==> config.mk <==
export PLATFORM = sky130hd
export DESIGN_NAME = eaf_port
export DESIGN_NICKNAME = d
export VERILOG_FILES = /design/src/common/eaf_pkg.sv /design/src/rtl/eaf_port.sv
export SDC_FILE = /design/constraint.sdc
export NUM_CORES = 1
export LEC_CHECK = 0
export ABC_AREA = 1
export CORE_UTILIZATION = 43
export DETAILED_ROUTE_END_ITERATION = 8
export DONT_BUFFER_PORTS = 1
export PLACE_DENSITY = 0.55
export SYNTH_ARGS = -nofsm -noshare
export SYNTH_HDL_FRONTEND = slang
export SYNTH_SLANG_ARGS = --single-unit
==> constraint.sdc <==
create_clock -name core_clk -period 3.7 [get_ports core_clk]
set_input_delay 0.37 -clock core_clk [delete_from_list [all_inputs] [get_ports core_clk]]
set_output_delay 0.37 -clock core_clk [all_outputs]
set_load 0.05 [all_outputs]
==> src/common/eaf_pkg.sv <==
// Package for the external address filter port: constants, states, carriers
package eaf_pkg;
	localparam int unsigned ADDR_W = 48;                 // Destination address width
	localparam int unsigned BYTE_W = 8;                  // Octet width on the receive path
	localparam int unsigned ADDR_BYTES = 6;              // Octets in a destination address
	localparam real CLK_PERIOD_NS = 25.0;                // Core clock period
	localparam int unsigned MIN_EN_PERIODS = 4;          // Least enable length, receive clocks
	localparam logic [3:0] MIN_EN_CYC = 4'(MIN_EN_PERIODS); // Enable hold, in core cycles
	localparam logic [2:0] BYTE_CNT_LAST = 3'(ADDR_BYTES - 1); // Index of last address octet
	localparam logic [2:0] BYTE_CNT_RST = 3'h0;          // Octet counter reset
	localparam logic [3:0] HOLD_RST = 4'h0;              // Hold counter reset
	localparam logic [3:0] HOLD_ONE = 4'h1;              // Hold counter step

	// Sequencer states, one-hot
	typedef enum logic [3:0]
	{
		EAF_IDLE = 4'h1,   // Waiting for a frame start
		EAF_GATHER = 4'h2, // Collecting address octets
		EAF_ASK = 4'h4,    // Enable high, waiting for verdict
		EAF_WAIT = 4'h8    // Verdict given, waiting for frame end
	} eaf_state_e;

	// Receive octet stream from the MAC receive path
	typedef struct packed
	{
		logic sof;              // First octet of destination address
		logic valid;            // Octet strobe
		logic eof;              // Frame over
		logic [7:0] data;       // Octet, first on the wire first
	} eaf_rx_s;

	// Verdict towards the receive path
	typedef struct packed
	{
		logic done;             // One-cycle pulse: decision made
		logic keep;             // Keep frame when done
	} eaf_verdict_s;

	// State of the port, all but the en_len check helper
	typedef struct packed
	{
		eaf_state_e state;      // Sequencer state
		logic [47:0] addr;      // Address shift register, bus source
		logic [2:0] byte_cnt;   // Octets gathered
		logic [3:0] hold;       // Enable cycles elapsed
		logic enable;           // Enable output register
		logic hit_valid_s1;     // First synchroniser stage
		logic hit_valid_s2;     // Second synchroniser stage
		logic hit_s1;           // First synchroniser stage
		logic hit_s2;           // Second synchroniser stage
		logic got;              // Verdict captured
		logic got_keep;         // Captured verdict
		eaf_verdict_s verdict;  // Verdict output register
	} eaf_state_s;
endpackage : eaf_pkg

==> src/rtl/eaf_port.sv <==
// External destination address filter port of the MAC receive path
`timescale 1ns/1ps
`default_nettype none
module eaf_port
(
	input wire logic core_clk,                          // Receive clock, 40 MHz
	input wire logic resetn,                            // Asynchronous reset, active low
	input wire eaf_pkg::eaf_rx_s rx,                    // Octet stream from receive path
	input wire logic addr_hit,                          // Checker verdict pin
	input wire logic addr_hit_valid,                    // Checker verdict valid pin
	output logic addr_check_enable,                     // Address valid, starts checker
	output logic [47:0] dest_addr_out,                  // Destination address bus
	output eaf_pkg::eaf_verdict_s verdict               // Keep or drop decision
);
	eaf_pkg::eaf_state_s cur; // Registered state
	eaf_pkg::eaf_state_s nxt; // Next state

	// Verdict pins come from outside logic, so two flops; only stage two is read
	logic hit_ok; // Synchronised verdict valid qualified by enable
	assign hit_ok = cur.hit_valid_s2 && cur.enable;
	logic frame_over; // Frame end seen now or earlier in the ask window
	assign frame_over = rx.eof || (cur.byte_cnt == eaf_pkg::BYTE_CNT_RST);

	// Next-state logic
	// One frame at a time: gather six octets, raise enable, hold it for the
	// least time, take the first qualified verdict, then wait for the frame end.
	// A frame end seen while asking is remembered so the block never sticks.
	always_comb
	begin
		nxt = cur;
		nxt.hit_valid_s1 = addr_hit_valid;
		nxt.hit_valid_s2 = cur.hit_valid_s1;
		nxt.hit_s1 = addr_hit;
		nxt.hit_s2 = cur.hit_s1;
		nxt.verdict.done = 1'b0;
		case (cur.state)
			eaf_pkg::EAF_IDLE:
			begin
				// New frame: first octet may arrive with the start mark
				if (rx.sof && rx.valid)
				begin
					nxt.addr = {cur.addr[39:0], rx.data};
					nxt.byte_cnt = eaf_pkg::BYTE_CNT_RST + 3'h1;
					nxt.state = eaf_pkg::EAF_GATHER;
				end
			end
			eaf_pkg::EAF_GATHER:
			begin
				if (rx.eof)
				begin
					// Runt frame: address incomplete, never ask
					nxt.state = eaf_pkg::EAF_IDLE;
				end
				else if (rx.valid)
				begin
					nxt.addr = {cur.addr[39:0], rx.data};
					if (cur.byte_cnt == eaf_pkg::BYTE_CNT_LAST)
					begin
						// Address complete: raise enable with bus already stable
						nxt.enable = 1'b1;
						nxt.hold = eaf_pkg::HOLD_RST;
						nxt.got = 1'b0;
						nxt.state = eaf_pkg::EAF_ASK;
					end
					else
					begin
						nxt.byte_cnt = cur.byte_cnt + 3'h1;
					end
				end
			end
			eaf_pkg::EAF_ASK:
			begin
				// Address frozen here; the hold counter counts and the octet counter only clears on frame end
				if (cur.hold != eaf_pkg::MIN_EN_CYC)
				begin
					nxt.hold = cur.hold + eaf_pkg::HOLD_ONE;
				end
				if (hit_ok && !cur.got)
				begin
					nxt.got = 1'b1;
					nxt.got_keep = cur.hit_s2;
				end
				// Octet counter is idle here, so it doubles as the frame-over mark;
				// an end that comes early must not be lost while the hold runs
				if (rx.eof)
				begin
					nxt.byte_cnt = eaf_pkg::BYTE_CNT_RST;
				end
				// Drop enable after the least hold once a verdict is captured
				if (cur.got && (cur.hold >= eaf_pkg::MIN_EN_CYC - eaf_pkg::HOLD_ONE))
				begin
					nxt.enable = 1'b0;
					nxt.verdict.done = 1'b1;
					nxt.verdict.keep = cur.got_keep;
					if (frame_over)
					begin
						// Frame already over: nothing left to sit out
						nxt.state = eaf_pkg::EAF_IDLE;
					end
					else
					begin
						nxt.state = eaf_pkg::EAF_WAIT;
					end
				end
				else if (frame_over && !hit_ok)
				begin
					// Frame ended with no answer: drop it after the least hold;
					// an answer sampled in this very cycle still gets its turn
					nxt.enable = (cur.hold >= eaf_pkg::MIN_EN_CYC - eaf_pkg::HOLD_ONE) ? 1'b0 : 1'b1;
					if (!nxt.enable)
					begin
						nxt.verdict.done = 1'b1;
						nxt.verdict.keep = 1'b0;
						nxt.state = eaf_pkg::EAF_IDLE;
					end
				end
			end
			eaf_pkg::EAF_WAIT:
			begin
				// Sit out the rest of the frame
				if (rx.eof)
				begin
					nxt.state = eaf_pkg::EAF_IDLE;
				end
			end
			default:
			begin
				nxt.state = eaf_pkg::EAF_IDLE;
			end
		endcase
	end

	// State register
	always_ff @(posedge core_clk or negedge resetn)
	begin
		if (!resetn)
		begin
			cur <= '{state: eaf_pkg::EAF_IDLE, addr: 48'h0, byte_cnt: eaf_pkg::BYTE_CNT_RST,
				hold: eaf_pkg::HOLD_RST, enable: 1'b0, hit_valid_s1: 1'b0,
				hit_valid_s2: 1'b0, hit_s1: 1'b0, hit_s2: 1'b0, got: 1'b0,
				got_keep: 1'b0, verdict: '{done: 1'b0, keep: 1'b0}};
		end
		else
		begin
			cur <= nxt;
		end
	end

	assign addr_check_enable = cur.enable;
	assign dest_addr_out = cur.addr;
	assign verdict = cur.verdict;

	// Helper: cycles enable has been high
	logic [3:0] en_len; // Saturating enable run length
	always_ff @(posedge core_clk or negedge resetn)
	begin
		if (!resetn)
		begin
			en_len <= 4'h0;
		end
		else if (!cur.enable)
		begin
			en_len <= 4'h0;
		end
		else if (en_len != 4'hF)
		begin
			en_len <= en_len + 4'h1;
		end
	end

	// Checks on the port's own outputs and state, all on the core clock
	en_min_hold_a: assert property (@(posedge core_clk) disable iff (!resetn)
		$fell(addr_check_enable) |-> en_len >= eaf_pkg::MIN_EN_CYC)
		else $error("enable dropped before four cycles");

	addr_stable_a: assert property (@(posedge core_clk) disable iff (!resetn)
		addr_check_enable && $past(addr_check_enable) |-> $stable(dest_addr_out))
		else $error("address moved while enabled");

	addr_ready_a: assert property (@(posedge core_clk) disable iff (!resetn)
		$rose(addr_check_enable) |-> cur.state == eaf_pkg::EAF_ASK && cur.hold == 4'h0)
		else $error("enable raised outside ask state");

	ask_only_en_a: assert property (@(posedge core_clk) disable iff (!resetn)
		addr_check_enable |-> cur.state == eaf_pkg::EAF_ASK)
		else $error("enable high outside ask state");

	keep_verdict_a: assert property (@(posedge core_clk) disable iff (!resetn)
		verdict.done && verdict.keep |-> $past(cur.got_keep))
		else $error("kept frame without a hit");

	late_hit_kept_a: assert property (@(posedge core_clk) disable iff (!resetn)
		cur.state == eaf_pkg::EAF_ASK && cur.got && cur.got_keep
		&& cur.hold >= eaf_pkg::MIN_EN_CYC - eaf_pkg::HOLD_ONE
		|=> verdict.done && verdict.keep)
		else $error("hit not kept");

	drop_verdict_a: assert property (@(posedge core_clk) disable iff (!resetn)
		cur.state == eaf_pkg::EAF_ASK && cur.got && !cur.got_keep && cur.hold >= 4'h3
		|=> verdict.done && !verdict.keep)
		else $error("miss not dropped");

	no_answer_drop_a: assert property (@(posedge core_clk) disable iff (!resetn)
		cur.state == eaf_pkg::EAF_ASK && !cur.got && !hit_ok
		&& cur.byte_cnt == eaf_pkg::BYTE_CNT_RST
		&& cur.hold >= eaf_pkg::MIN_EN_CYC - eaf_pkg::HOLD_ONE
		|=> verdict.done && !verdict.keep && !addr_check_enable)
		else $error("ended frame without answer not dropped");

	valid_gate_a: assert property (@(posedge core_clk) disable iff (!resetn)
		$rose(cur.got) |-> $past(cur.hit_valid_s2) && $past(cur.enable))
		else $error("verdict taken without valid");

	sync_path_a: assert property (@(posedge core_clk) disable iff (!resetn)
		$rose(cur.got) |-> cur.got_keep == $past(cur.hit_s2))
		else $error("verdict not taken from synchronised pin");

	full_addr_a: assert property (@(posedge core_clk) disable iff (!resetn)
		$rose(addr_check_enable) |-> dest_addr_out[7:0] == $past(rx.data))
		else $error("last octet missing from bus");

	done_clears_en_a: assert property (@(posedge core_clk) disable iff (!resetn)
		verdict.done |-> !addr_check_enable)
		else $error("enable high after verdict");

	done_pulse_a: assert property (@(posedge core_clk) disable iff (!resetn)
		verdict.done |=> !verdict.done)
		else $error("decision pulse longer than one cycle");
endmodule : eaf_port
`default_nettype wire

# Word level (Yosys, flattened, before mapping)
# Cells that the tools add are included.
# word_totals
latchBits	0
inputBits	15
regBits	68
memories	0
ramBits	0
word_cells	87
romBits	0
# classes
multipliers	0
n_bitwise	0
order_cmp	1
reduce_logical	22
shift	0
add_sub_neg	2
n_eq_ne	19
div_mod_pow	0
muxes	30
# ops
op	count
one-hot mux 48 bit (2 select lines)	1
two-way mux 60 bit	1
two-way mux 56 bit	1
two-way mux 55 bit	1
two-way mux 4 bit	8
!= test 2 bit (second input constant)	9
one-hot mux 4 bit (4 select lines)	1
AND reduction 5 bit	3
!= test 3 bit (second input constant)	4
AND reduction 6 bit	2
two-way mux 2 bit	5
one-hot mux 5 bit (2 select lines)	1
one-hot mux 3 bit (3 select lines)	1
nonzero test 2 bit	4
two-way mux 1 bit	6
two-way mux 3 bit	2
logical AND 1 bit	5
two-way mux 5 bit	1
adder 4 x 1 -> 4 bit (second input constant)	1
equality test 4 x 1 -> 1 bit (second input constant)	1
equality test 4 x 2 -> 1 bit (second input constant)	1
equality test 4 x 3 -> 1 bit (second input constant)	1
equality test 4 bit (second input constant)	1
greater-or-equal comparator 4 x 2 -> 1 bit (second input constant)	1
11 further kinds	12

# Longest topological paths before layout
# Gate-level depths: netlist (run 1).
# logic_depth
depth_word	6
mapped_depth	10
mapped_depth_nobuf	10

# Worst setup path after synthesis (run 1)
# No wires, ideal clock.
# synth_timing
kind	reg-to-reg
start	reg cur[67] in the netlist's numbering
end	reg cur (netlist bit dest_addr_out[8])
setup_slack_ns	2.307
path_stages_with_launch	8
setup_ns	0.124
t_arrival_ns	1.269
synth_period_minus_slack_ns	1.393
cell_sequence	dfrtp_1 -> nor2_4 -> nand2_2 -> nand2_2 -> o21ai_4 -> nor2_8 -> buf_2 -> a21oi_1
# synth_between
elab_chain_cells	3
word_cells_on_any_way	8
# synth_rtl
element	line	source
from (decl)	eaf_port.sv:15	eaf_pkg::eaf_state_s cur;
from (signal assigned)	eaf_port.sv:138	cur <= '{state: eaf_pkg::EAF_IDLE, addr: 48'h0, byte_cnt: eaf_pkg::BYTE_CNT_RST,
from (signal assigned)	eaf_port.sv:145	cur <= nxt;
equality test 4 x 2 -> 1 bit or equality test 4 x 1 -> 1 bit (tied branches)	eaf_port.sv:36	case (cur.state)
!= test 2 bit (no source line) or nonzero test 2 bit (tied branches)	--	
AND reduction 4 bit (no source line)	--	
# Parallel ways exist; a longest one is shown, timed or not.
# A chain may end at the register's enable or synchronous reset.

# Worst setup path in the final report (run 1)
# layout_timing
start	reg cur[64] in the netlist's numbering
end	reg cur (netlist bit dest_addr_out[18])
# Same word-level chain as after synthesis.

==> impl_metrics.ini, run 1 <==
[sta]
finalSetupTns_ns = 0
finClkSkew_ns = 0.00328
tightest_slew_ns = 0.913
period_needed_ns = 2.17
setup_viol = 0
slew_headroom_pct = 39.1
fmax_mhz = 461
finalHoldViolCount = 0
rsz0062_at_grt = false
min_period_over_period_pct = 58.6
slew_viol_final = 0

[global_routing]
grt_pass1_wl_mm = 9.79
grt_use_total_pct = 16.3
grt_pass1_vias = 2022
antenna_found_initial = 0
overflow = 0
grt_max_degree = 83

[yosys]
syn_nets = 398
synth_fa_ha_area_share_pct = 1.90
ys_types = 26
yosysWarnings = 0
synth_compound_area_share_pct = 10.4
synth.avg_cell_area_um2 = 8.72
synth_top_family_by_area = simple AND/OR/NAND/NOR gates
synthXorXnorAreaFrac_pct = 0.532
yosys.area_share.simple_pct = 18.4
yosysSeqAreaShare_pct = 51.7
synthMuxAreaShare_pct = 0
netlist_area_mm2 = 0.00330
synthCells = 378
ys_ff_latch = 68

[clock_tree]
clockBufferDepth = 2
clk_pin_slew_ns = 0.07
cts_tree = yes
cts_buffers = 9
htree_levels = 3
cts_root_buf = clkbuf_8
cts-resized-gates = 0
cts_hold_buf = 2
clk_latency_ns = 0.33
cts_setup_buffers = 0
cts_sinks = 68

[floorplan]
die-width_um = 89.5
die-height_um = 89.5
die_area_mm2 = 0.00802
start_util_pct = 45.0
rows = 31
core_area_mm2 = 0.00733
pin_count = 66

[finish]
nFillCells = 721
mostFrequentLayoutCells = nand2_1, dfrtp_1, inv_1
final_common_cell = nand2_1
instances_no_fill = 431
drive_gt1_share_pct = 6.63
antenna_cells = 0
finish.net_count = 350
area_growth_pct = -2.47

[route]
top_layer = met4
post_drt_via_cell_ratio = 4.74
drtIter0Drc = 95
routed_wl_mm = 5.97
wl_met1_mm = 2.76
antenna_left = 0
route.detailed.wl_per_inst_um = 13.9
drc = 0
wl_met2_mm = 2.59
vias = 2043
firstDrtPassIters = 4
wl_met3_um = 522

[worst_setup_path]
worstSetupEndpointType = flip-flop
crit_type = reg -> reg
reg2regPathDepth = 6
worstSetupStartpointType = flip-flop
arrival_ns = 2.42
required_ns = 3.95
critPathMaxFanout = 82

[worst_hold_path]
hold_depth = 0
hold_class = in -> reg

[status]
status = finished, final reports clean

[placed_design]
dp.cells = 416
hpwlAfterDp_mm = 3.96
place_congestion = 0.822
port_buffers = 0

[flow_run]
max_cap_violations = 0
## flip-flops by register name, indices dropped and copies added, names as in the netlist
signal             cells
cur                   17
addr_check_enable      1
dest_addr_out         48
verdict                2
## synthesized netlist by cell type
cell type	number	area, um^2
a21boi_0	1	7.51
clkbuf_1	2	7.51
nor2_1	30	113
ha_1	5	62.6
nor2_4	1	11.3
buf_4	53	398
nand2_1	86	323
nor2_8	1	20.0
a21oi_1	21	105
nand4_1	4	25.0
xnor2_1	1	8.76
or2_2	1	6.26
o21ai_1	17	85.1
o21bai_1	1	7.51
xor2_1	1	8.76
nand2_2	3	18.8
o21ai_0	23	115
o21ai_4	1	16.3
dfstp_2	1	26.3
nand3b_1	1	7.51
inv_1	34	128
o31ai_1	1	7.51
buf_2	6	30.0
dfrtp_1	67	1680
nand3_1	15	75.1
nor2_2	1	6.26
## final timing paths
path	from	to	slack [ns]
max	cur[64]	dest_addr_out[18]	1.53
max in group asynchronous	resetn	cur[64]	2.80
min in group asynchronous	resetn	cur[65]	0.56
min reg2reg	cur[5]	cur[4]	0.35
max reg2reg	cur[64]	dest_addr_out[18]	1.53
min	addr_hit	cur[5]	0.06
## critical path, stage by stage, from the launching register on
cell and delay, ns:
dfstp_2 0.56, nor2_2 0.06, nand3_1 0.12, nand2_2 0.26, nor2_8 0.80, nor2_1 0.09
a21oi_1 0.17
## cells by family (layout without fill, tap and decap cells)
logic type                 after synthesis  after routing
DFF                                     68             68
and+or+nand+nor                        143            143
AOI/OAI and AO/OA                       65             65
buffers and inverters                   95             49
adders and majority gates                5              5
xor gates and xnor gates                 2              2
## per-stage QoR
step	hold WS, ns	util [%]	area, um^2	setup slack [ns]
2_1_floorplan	0.0744	-	3300	2.31
3_3_place_gp	0.0762	40.7	2980	1.53
3_5_place_dp	0.0772	40.7	2980	1.49
4_1_cts	0.0392	43.8	3210	1.47
5_1_grt	0.0404	43.8	3210	1.26
6_report	0.0597	43.8	3210	1.53
## metal layers
metal,GRT usage (%),vias to the layer above
li1,-,1049
met1,21.8,930
met2,22.8,56
met3,6.74,8
met4,7.79,0
met5,0,-
## layout make-up
class	count	area [um^2]	area share [%]
Sequential cell	68	1700	53.0
Multi-Input combinational cell	215	1030	32.0
Clock buffer	10	128	3.97
Inverter	34	128	3.97
Tap cell	99	124	3.85
Clock inverter	3	65.1	2.02
Timing Repair Buffer	2	37.5	1.17
Power of run 1 is left out: the tool's default activity adds up to more than one toggle a clock period on the data nets, which glitch-free logic cannot reach.
==> inputs of run 2 (changes only) <==
- PLACE_DENSITY: 0.55 -> 0.57
- clock period: 3.7 -> 1.78 ns (I/O delays scaled with it)
==> run 2 against run 1 <==
Critical path depth grew 1. Utilization up 4.2 points. Count of clock-buffer cells in the layout unchanged. Final cell count up 5.8%. Non-clock buffer count increased by 21. Critical path type unchanged. Critical endpoint is now dest_addr_out[20]. Largest cell class unchanged.
==> impl_metrics.ini, run 2 (synthesis gave the netlist of run 1 again) <==
[clock_tree]
cts_root_buf = clkbuf_8
clk_latency_ns = 0.34
cts_buffers = 9
htree_levels = 3
cts_sinks = 68
clk_pin_slew_ns = 0.07
cts_setup_buffers = 0
cts_tree = yes
clockBufferDepth = 2

[placed_design]
hpwlAfterDp_mm = 4.26
port_buffers = 0
place_congestion = 0.876

[finish]
multiInputGateArea_mm2 = 0.00105
area_growth_pct = 6.95
register_area_mm2 = 0.00170
nFillCells = 679
drive_gt1_share_pct = 11.2
antenna_cells = 0
fin_util_pct = 48.1
final_common_cell = nand2_1
finish.net_count = 372
largest_register_ffs = 48
mostFrequentLayoutCells = nand2_1, dfrtp_1, inv_1

[status]
status = finished, final reports clean

[worst_setup_path]
required_ns = 2.04
slowest_delay_ns = 0.57
crit_type = reg -> reg
worstSetupEndpointType = flip-flop
crit_slowest_cell = dfstp_2
setup.worst_path.start = cur[64]
critPathMaxFanout = 30
worstSetupStartpointType = flip-flop
arrival_ns = 1.91
path_delay_family = simple AND/OR/NAND/NOR gates
path_cells = nor2_2 -> nand3_1 -> nand2_2 -> nor2_8 -> buf_12 -> nor2_1 -> a21oi_1
cp_num_buf_inv = 1
rr_startpoint = cur[64]

[global_routing]
gr-usage-met1_pct = 22.9
met3_usage_pct = 5.17
grt_pass1_wl_mm = 10.0
antenna_found_initial = 0
grt_use_total_pct = 17.0
grt_max_degree = 69
overflow = 0
grt.met2_usage_pct = 25.1
grt-busiest-layer = met2
grt_pass1_vias = 2054

[floorplan]
start_util_pct = 45.0
die-width_um = 89.5
rows = 31
core_area_mm2 = 0.00733
die-height_um = 89.5
die_area_mm2 = 0.00802
pin_count = 66

[sta]
min_period_over_period_pct = 92.6
setup_viol = 0
tightest_slew_ns = 0.561
finalHoldViolCount = 0
finalSetupTns_ns = 0
finClkSkew_ns = 0.00766
period_needed_ns = 1.65
fmax_mhz = 607
slew_viol_final = 0
slew_headroom_pct = 62.6

[route]
route.detailed.wl_per_inst_um = 13.8
firstDrtPassIters = 4
antenna_left = 0
vias = 2212
routed_wl_mm = 6.31
drtIter0Drc = 113
drc = 0
post_drt_via_cell_ratio = 4.85

[worst_hold_path]
hold_class = in -> reg
hp-start = rx[8]

[flow_run]
max_cap_violations = 0
run 2: cell types whose count changed in the layout (fill, tap and decap cells not counted):
| cell | before | now |
|---|---|---|
| nor2_4 | 1 | 2 |
| nand2_1 | 86 | 85 |
| buf_4 | 0 | 8 |
| nor2_2 | 1 | 3 |
| clkinv_2 | 1 | 0 |
| dlygate4sd3_1 | 1 | 11 |
| clkinvlp_4 | 0 | 1 |
| bufinv_16 | 2 | 4 |
| clkinv_4 | 0 | 1 |
| nand2_2 | 3 | 4 |
| buf_12 | 0 | 3 |
| nor2_1 | 30 | 28 |
run 2: final cells by class:
type	instances	share of cell area [%]
clock buffers	10	3.62
clock inverters	6	3.87
inverters	34	3.62
multi-input cells	216	29.7
flip-flops and latches	68	48.3
well taps	99	3.51
repair buffers	23	7.31
run 2: metal layers:
metal / part of all wire (%) / vias to the layer above
met1: 46 / 1031
met2: 46 / 74
met5: 0 / -
li1: - / 1097
met4: 1.8 / 0
met3: 6.3 / 10
run 2: final timing paths:
| check | cells after the start | slack [ns] | end |
|---|---|---|---|
| worst min register to register | 0 | 0.35 | cur[4] |
| min in group asynchronous | 2 | 0.40 | cur[15] |
| worst max register to register | 7 | 0.13 | dest_addr_out[20] |
| worst max-delay path | 7 | 0.13 | dest_addr_out[20] |
| max in group asynchronous | 2 | 1.06 | cur[64] |
| worst min-delay path | 3 | 0.08 | cur[67] |
run 2: worst register-to-register path: cells and delay by family (launching register included):
family                 cells  cell delay, ns
and+or+nand+nor            5            0.69
DFF                        1            0.57
AOI/OAI and AO/OA          1            0.14
buffers and inverters      1            0.19
run 2: through the flow:
step	setup WS (ns)	instance area (um^2)	instances	hold slack, ns
after floorplan	0.387	3300	378	-0.118
after global routing	-0.000763	3520	456	0.108
final	0.132	3520	456	0.0850
after CTS	0.122	3510	455	0.0721
after global placement	0.182	3100	427	-0.115
after detailed placement	0.153	3100	427	-0.115
run 2: timing repair:
| item | in CTS | in global routing |
|---|---|---|
| setup endpoints to repair | 0 | 5 |
| gates resized for setup | 0 | 3 |
| endpoints found under the hold margin | 78 | 0 |
| hold buffers | 12 | 0 |
Power of run 2 is left out for the same reason.
==> inputs of run 3 (changes only) <==
- ABC_AREA: 1 -> unset
==> run 3 against run 2 <==
The run now ends with setup timing left. Register-to-register slack worse by 0.34 ns. Critical path depth down 3. Flip-flop and latch count did not move. Final area is 0.35% higher. Synthesized cell count fell by 33%. Sequential share of layout area fell by 0.14 points. Maximum frequency down 17%. Non-clock buffer count increased by 16. Critical endpoint is now dest_addr_out[13].
==> impl_metrics.ini, run 3 <==
[yosys]
ys_top_cells_by_count = dfrtp_1, buf_4, mux2_2
yosysWarnings = 0
synth_most_common_cell = dfrtp_1
synth_area_leaders = dfrtp_1, mux2_2, buf_4
synth.avg_cell_area_um2 = 12.6
synth_edf_count = 0
synth.largest_area_cell = dfrtp_1
netlist_area_mm2 = 0.00317
ys_ff_latch = 68
ys_async_sr_fraction_pct = 100
syn_nets = 272
ys_types = 36
synth_top_area_share_pct = 52.9
ys.flop_type = dfrtp_1
synthCells = 252
yosysSeqAreaShare_pct = 53.7

[worst_hold_path]
hold_class = in -> reg
hold_end = cur[67]
hp-start = rx[8]
hold_depth = 3

[route]
route.detailed.wl_per_inst_um = 16.2
post_drt_via_cell_ratio = 5.05
drtIter0Drc = 87
firstDrtPassIters = 4
antenna_left = 0
vias = 1747
drc = 0
routed_wl_mm = 5.59

[worst_setup_path]
rr_startpoint = cur[64]
arrival_ns = 2.22
critPathMaxFanout = 29
required_ns = 2.01
worstSetupStartpointType = flip-flop
r2r-end = dest_addr_out[13]
worstSetupEndpointType = flip-flop
reg2reg_slack_ns = -0.21
reg2regPathDepth = 4
crit_type = reg -> reg

[sta]
setup_slack_ns = -0.211
slew_headroom_pct = 60.8
rsz0062_at_grt = true
fmax_mhz = 502
tightest_slew_ns = 0.588
min_period_over_period_pct = 112
finalHoldViolCount = 0
period_needed_ns = 1.99
finClkSkew_ns = 0.00696
slew_viol_final = 0
hold-worst-slack_ns = 0.0177
setup_viol = 54

[finish]
final_common_cell = dfrtp_1
design_area_mm2 = 0.00354
drive_gt1_share_pct = 40.4
mostFrequentLayoutCells = dfrtp_1, mux2_2, buf_4
finish.net_count = 265
largest_register_ffs = 48
antenna_cells = 0
area_growth_pct = 11.5
instances_no_fill = 346
fin_util_pct = 50.9

[floorplan]
die_area_mm2 = 0.00772
rows = 30
die-width_um = 87.9
core_area_mm2 = 0.00694
pin_count = 66
start_util_pct = 45.7
die-height_um = 87.9

[placed_design]
placed_cell_area_mm2 = 0.00311
dp.cells = 317
hpwlAfterDp_mm = 3.65
place_congestion = 0.849
port_buffers = 0

[status]
violations = setup timing
status = complete, but fails checks

[flow_run]
max_cap_violations = 0

[global_routing]
grt_max_degree = 69
overflow = 0
grt_pass1_wl_mm = 9.22
grt_use_total_pct = 16.3
grt_pass1_vias = 1880
antenna_found_initial = 0

[clock_tree]
clockBufferDepth = 2
cts_root_buf = clkbuf_8
clk_latency_ns = 0.35
cts_buffers = 9
clk_pin_slew_ns = 0.07
cts_sinks = 68
cts_tree = yes
htree_levels = 3
[run 3: cell count changes after synthesis, sizes merged, moves of 10 or more]
cell	change
a21oi	-16
nor2	-29
mux2	+49
nand3	-10
inv	-26
nand2	-78
o21ai	-31
[run 3: cell type report]
class                           instances  area [um^2]
Fill cell                             635         3410
Clock buffer                           10          128
Timing Repair Buffer                   39          373
Inverter                                8         30.0
Tap cell                               96          120
Clock inverter                          6         88.8
Sequential cell                        68         1700
Multi-Input combinational cell        119         1090
[run 3: kinds of logic after synthesis]
| group | synth area share (%) |
|---|---|
| adders and majority gates | 1.97 |
| DFF | 53.7 |
| AOI/OAI and AO/OA | 4.46 |
| muxes | 18.3 |
| and+or+nand+nor | 7.10 |
| buffers and inverters | 14.4 |
[run 3: critical path, stage by stage, from the launching register on]
cell	delay, ns
dfstp_2	0.56
or4b_4	0.51
a21oi_4	0.22
buf_12	0.22
mux2_2	0.35
[run 3: worst max-delay path by stage]
stage,from,endpoint,slack (ns),depth (start not counted)
finish,cur[64],dest_addr_out[13],-0.21,4
global route,cur[64],dest_addr_out[21],-0.26,4
CTS,cur[64],dest_addr_out[13],-0.21,4
detailed placement,cur[64],cur[15],-0.25,5
global placement,cur[64],cur[15],-0.21,5
floorplan,cur[64],dest_addr_out[21],-0.24,6
[run 3: through the flow]
step                TNS, ns  worst slack, ns
floorplan            -10.02           -0.244
global placement      -9.84           -0.207
detailed placement   -11.19           -0.253
CTS                   -9.43           -0.210
global route         -12.04           -0.255
finish                -9.31           -0.211
[run 3: per-layer routing]
metal	up-vias	GRT usage (%)	share of wire [%]
met5	-	0	0
met4	0	6.26	1.3
met3	11	7.54	6.1
met2	56	24.2	46
met1	868	20.6	46
li1	812	-	-
[run 3: timing repair]
action,CTS,global route
setup buffers,1,0
hold buffers,12,0
gates resized for setup,17,1
endpoints found under the setup margin,60,60
hold endpoints to repair,78,0
pin swaps,1,1
Power of run 3 is left out for the same reason.
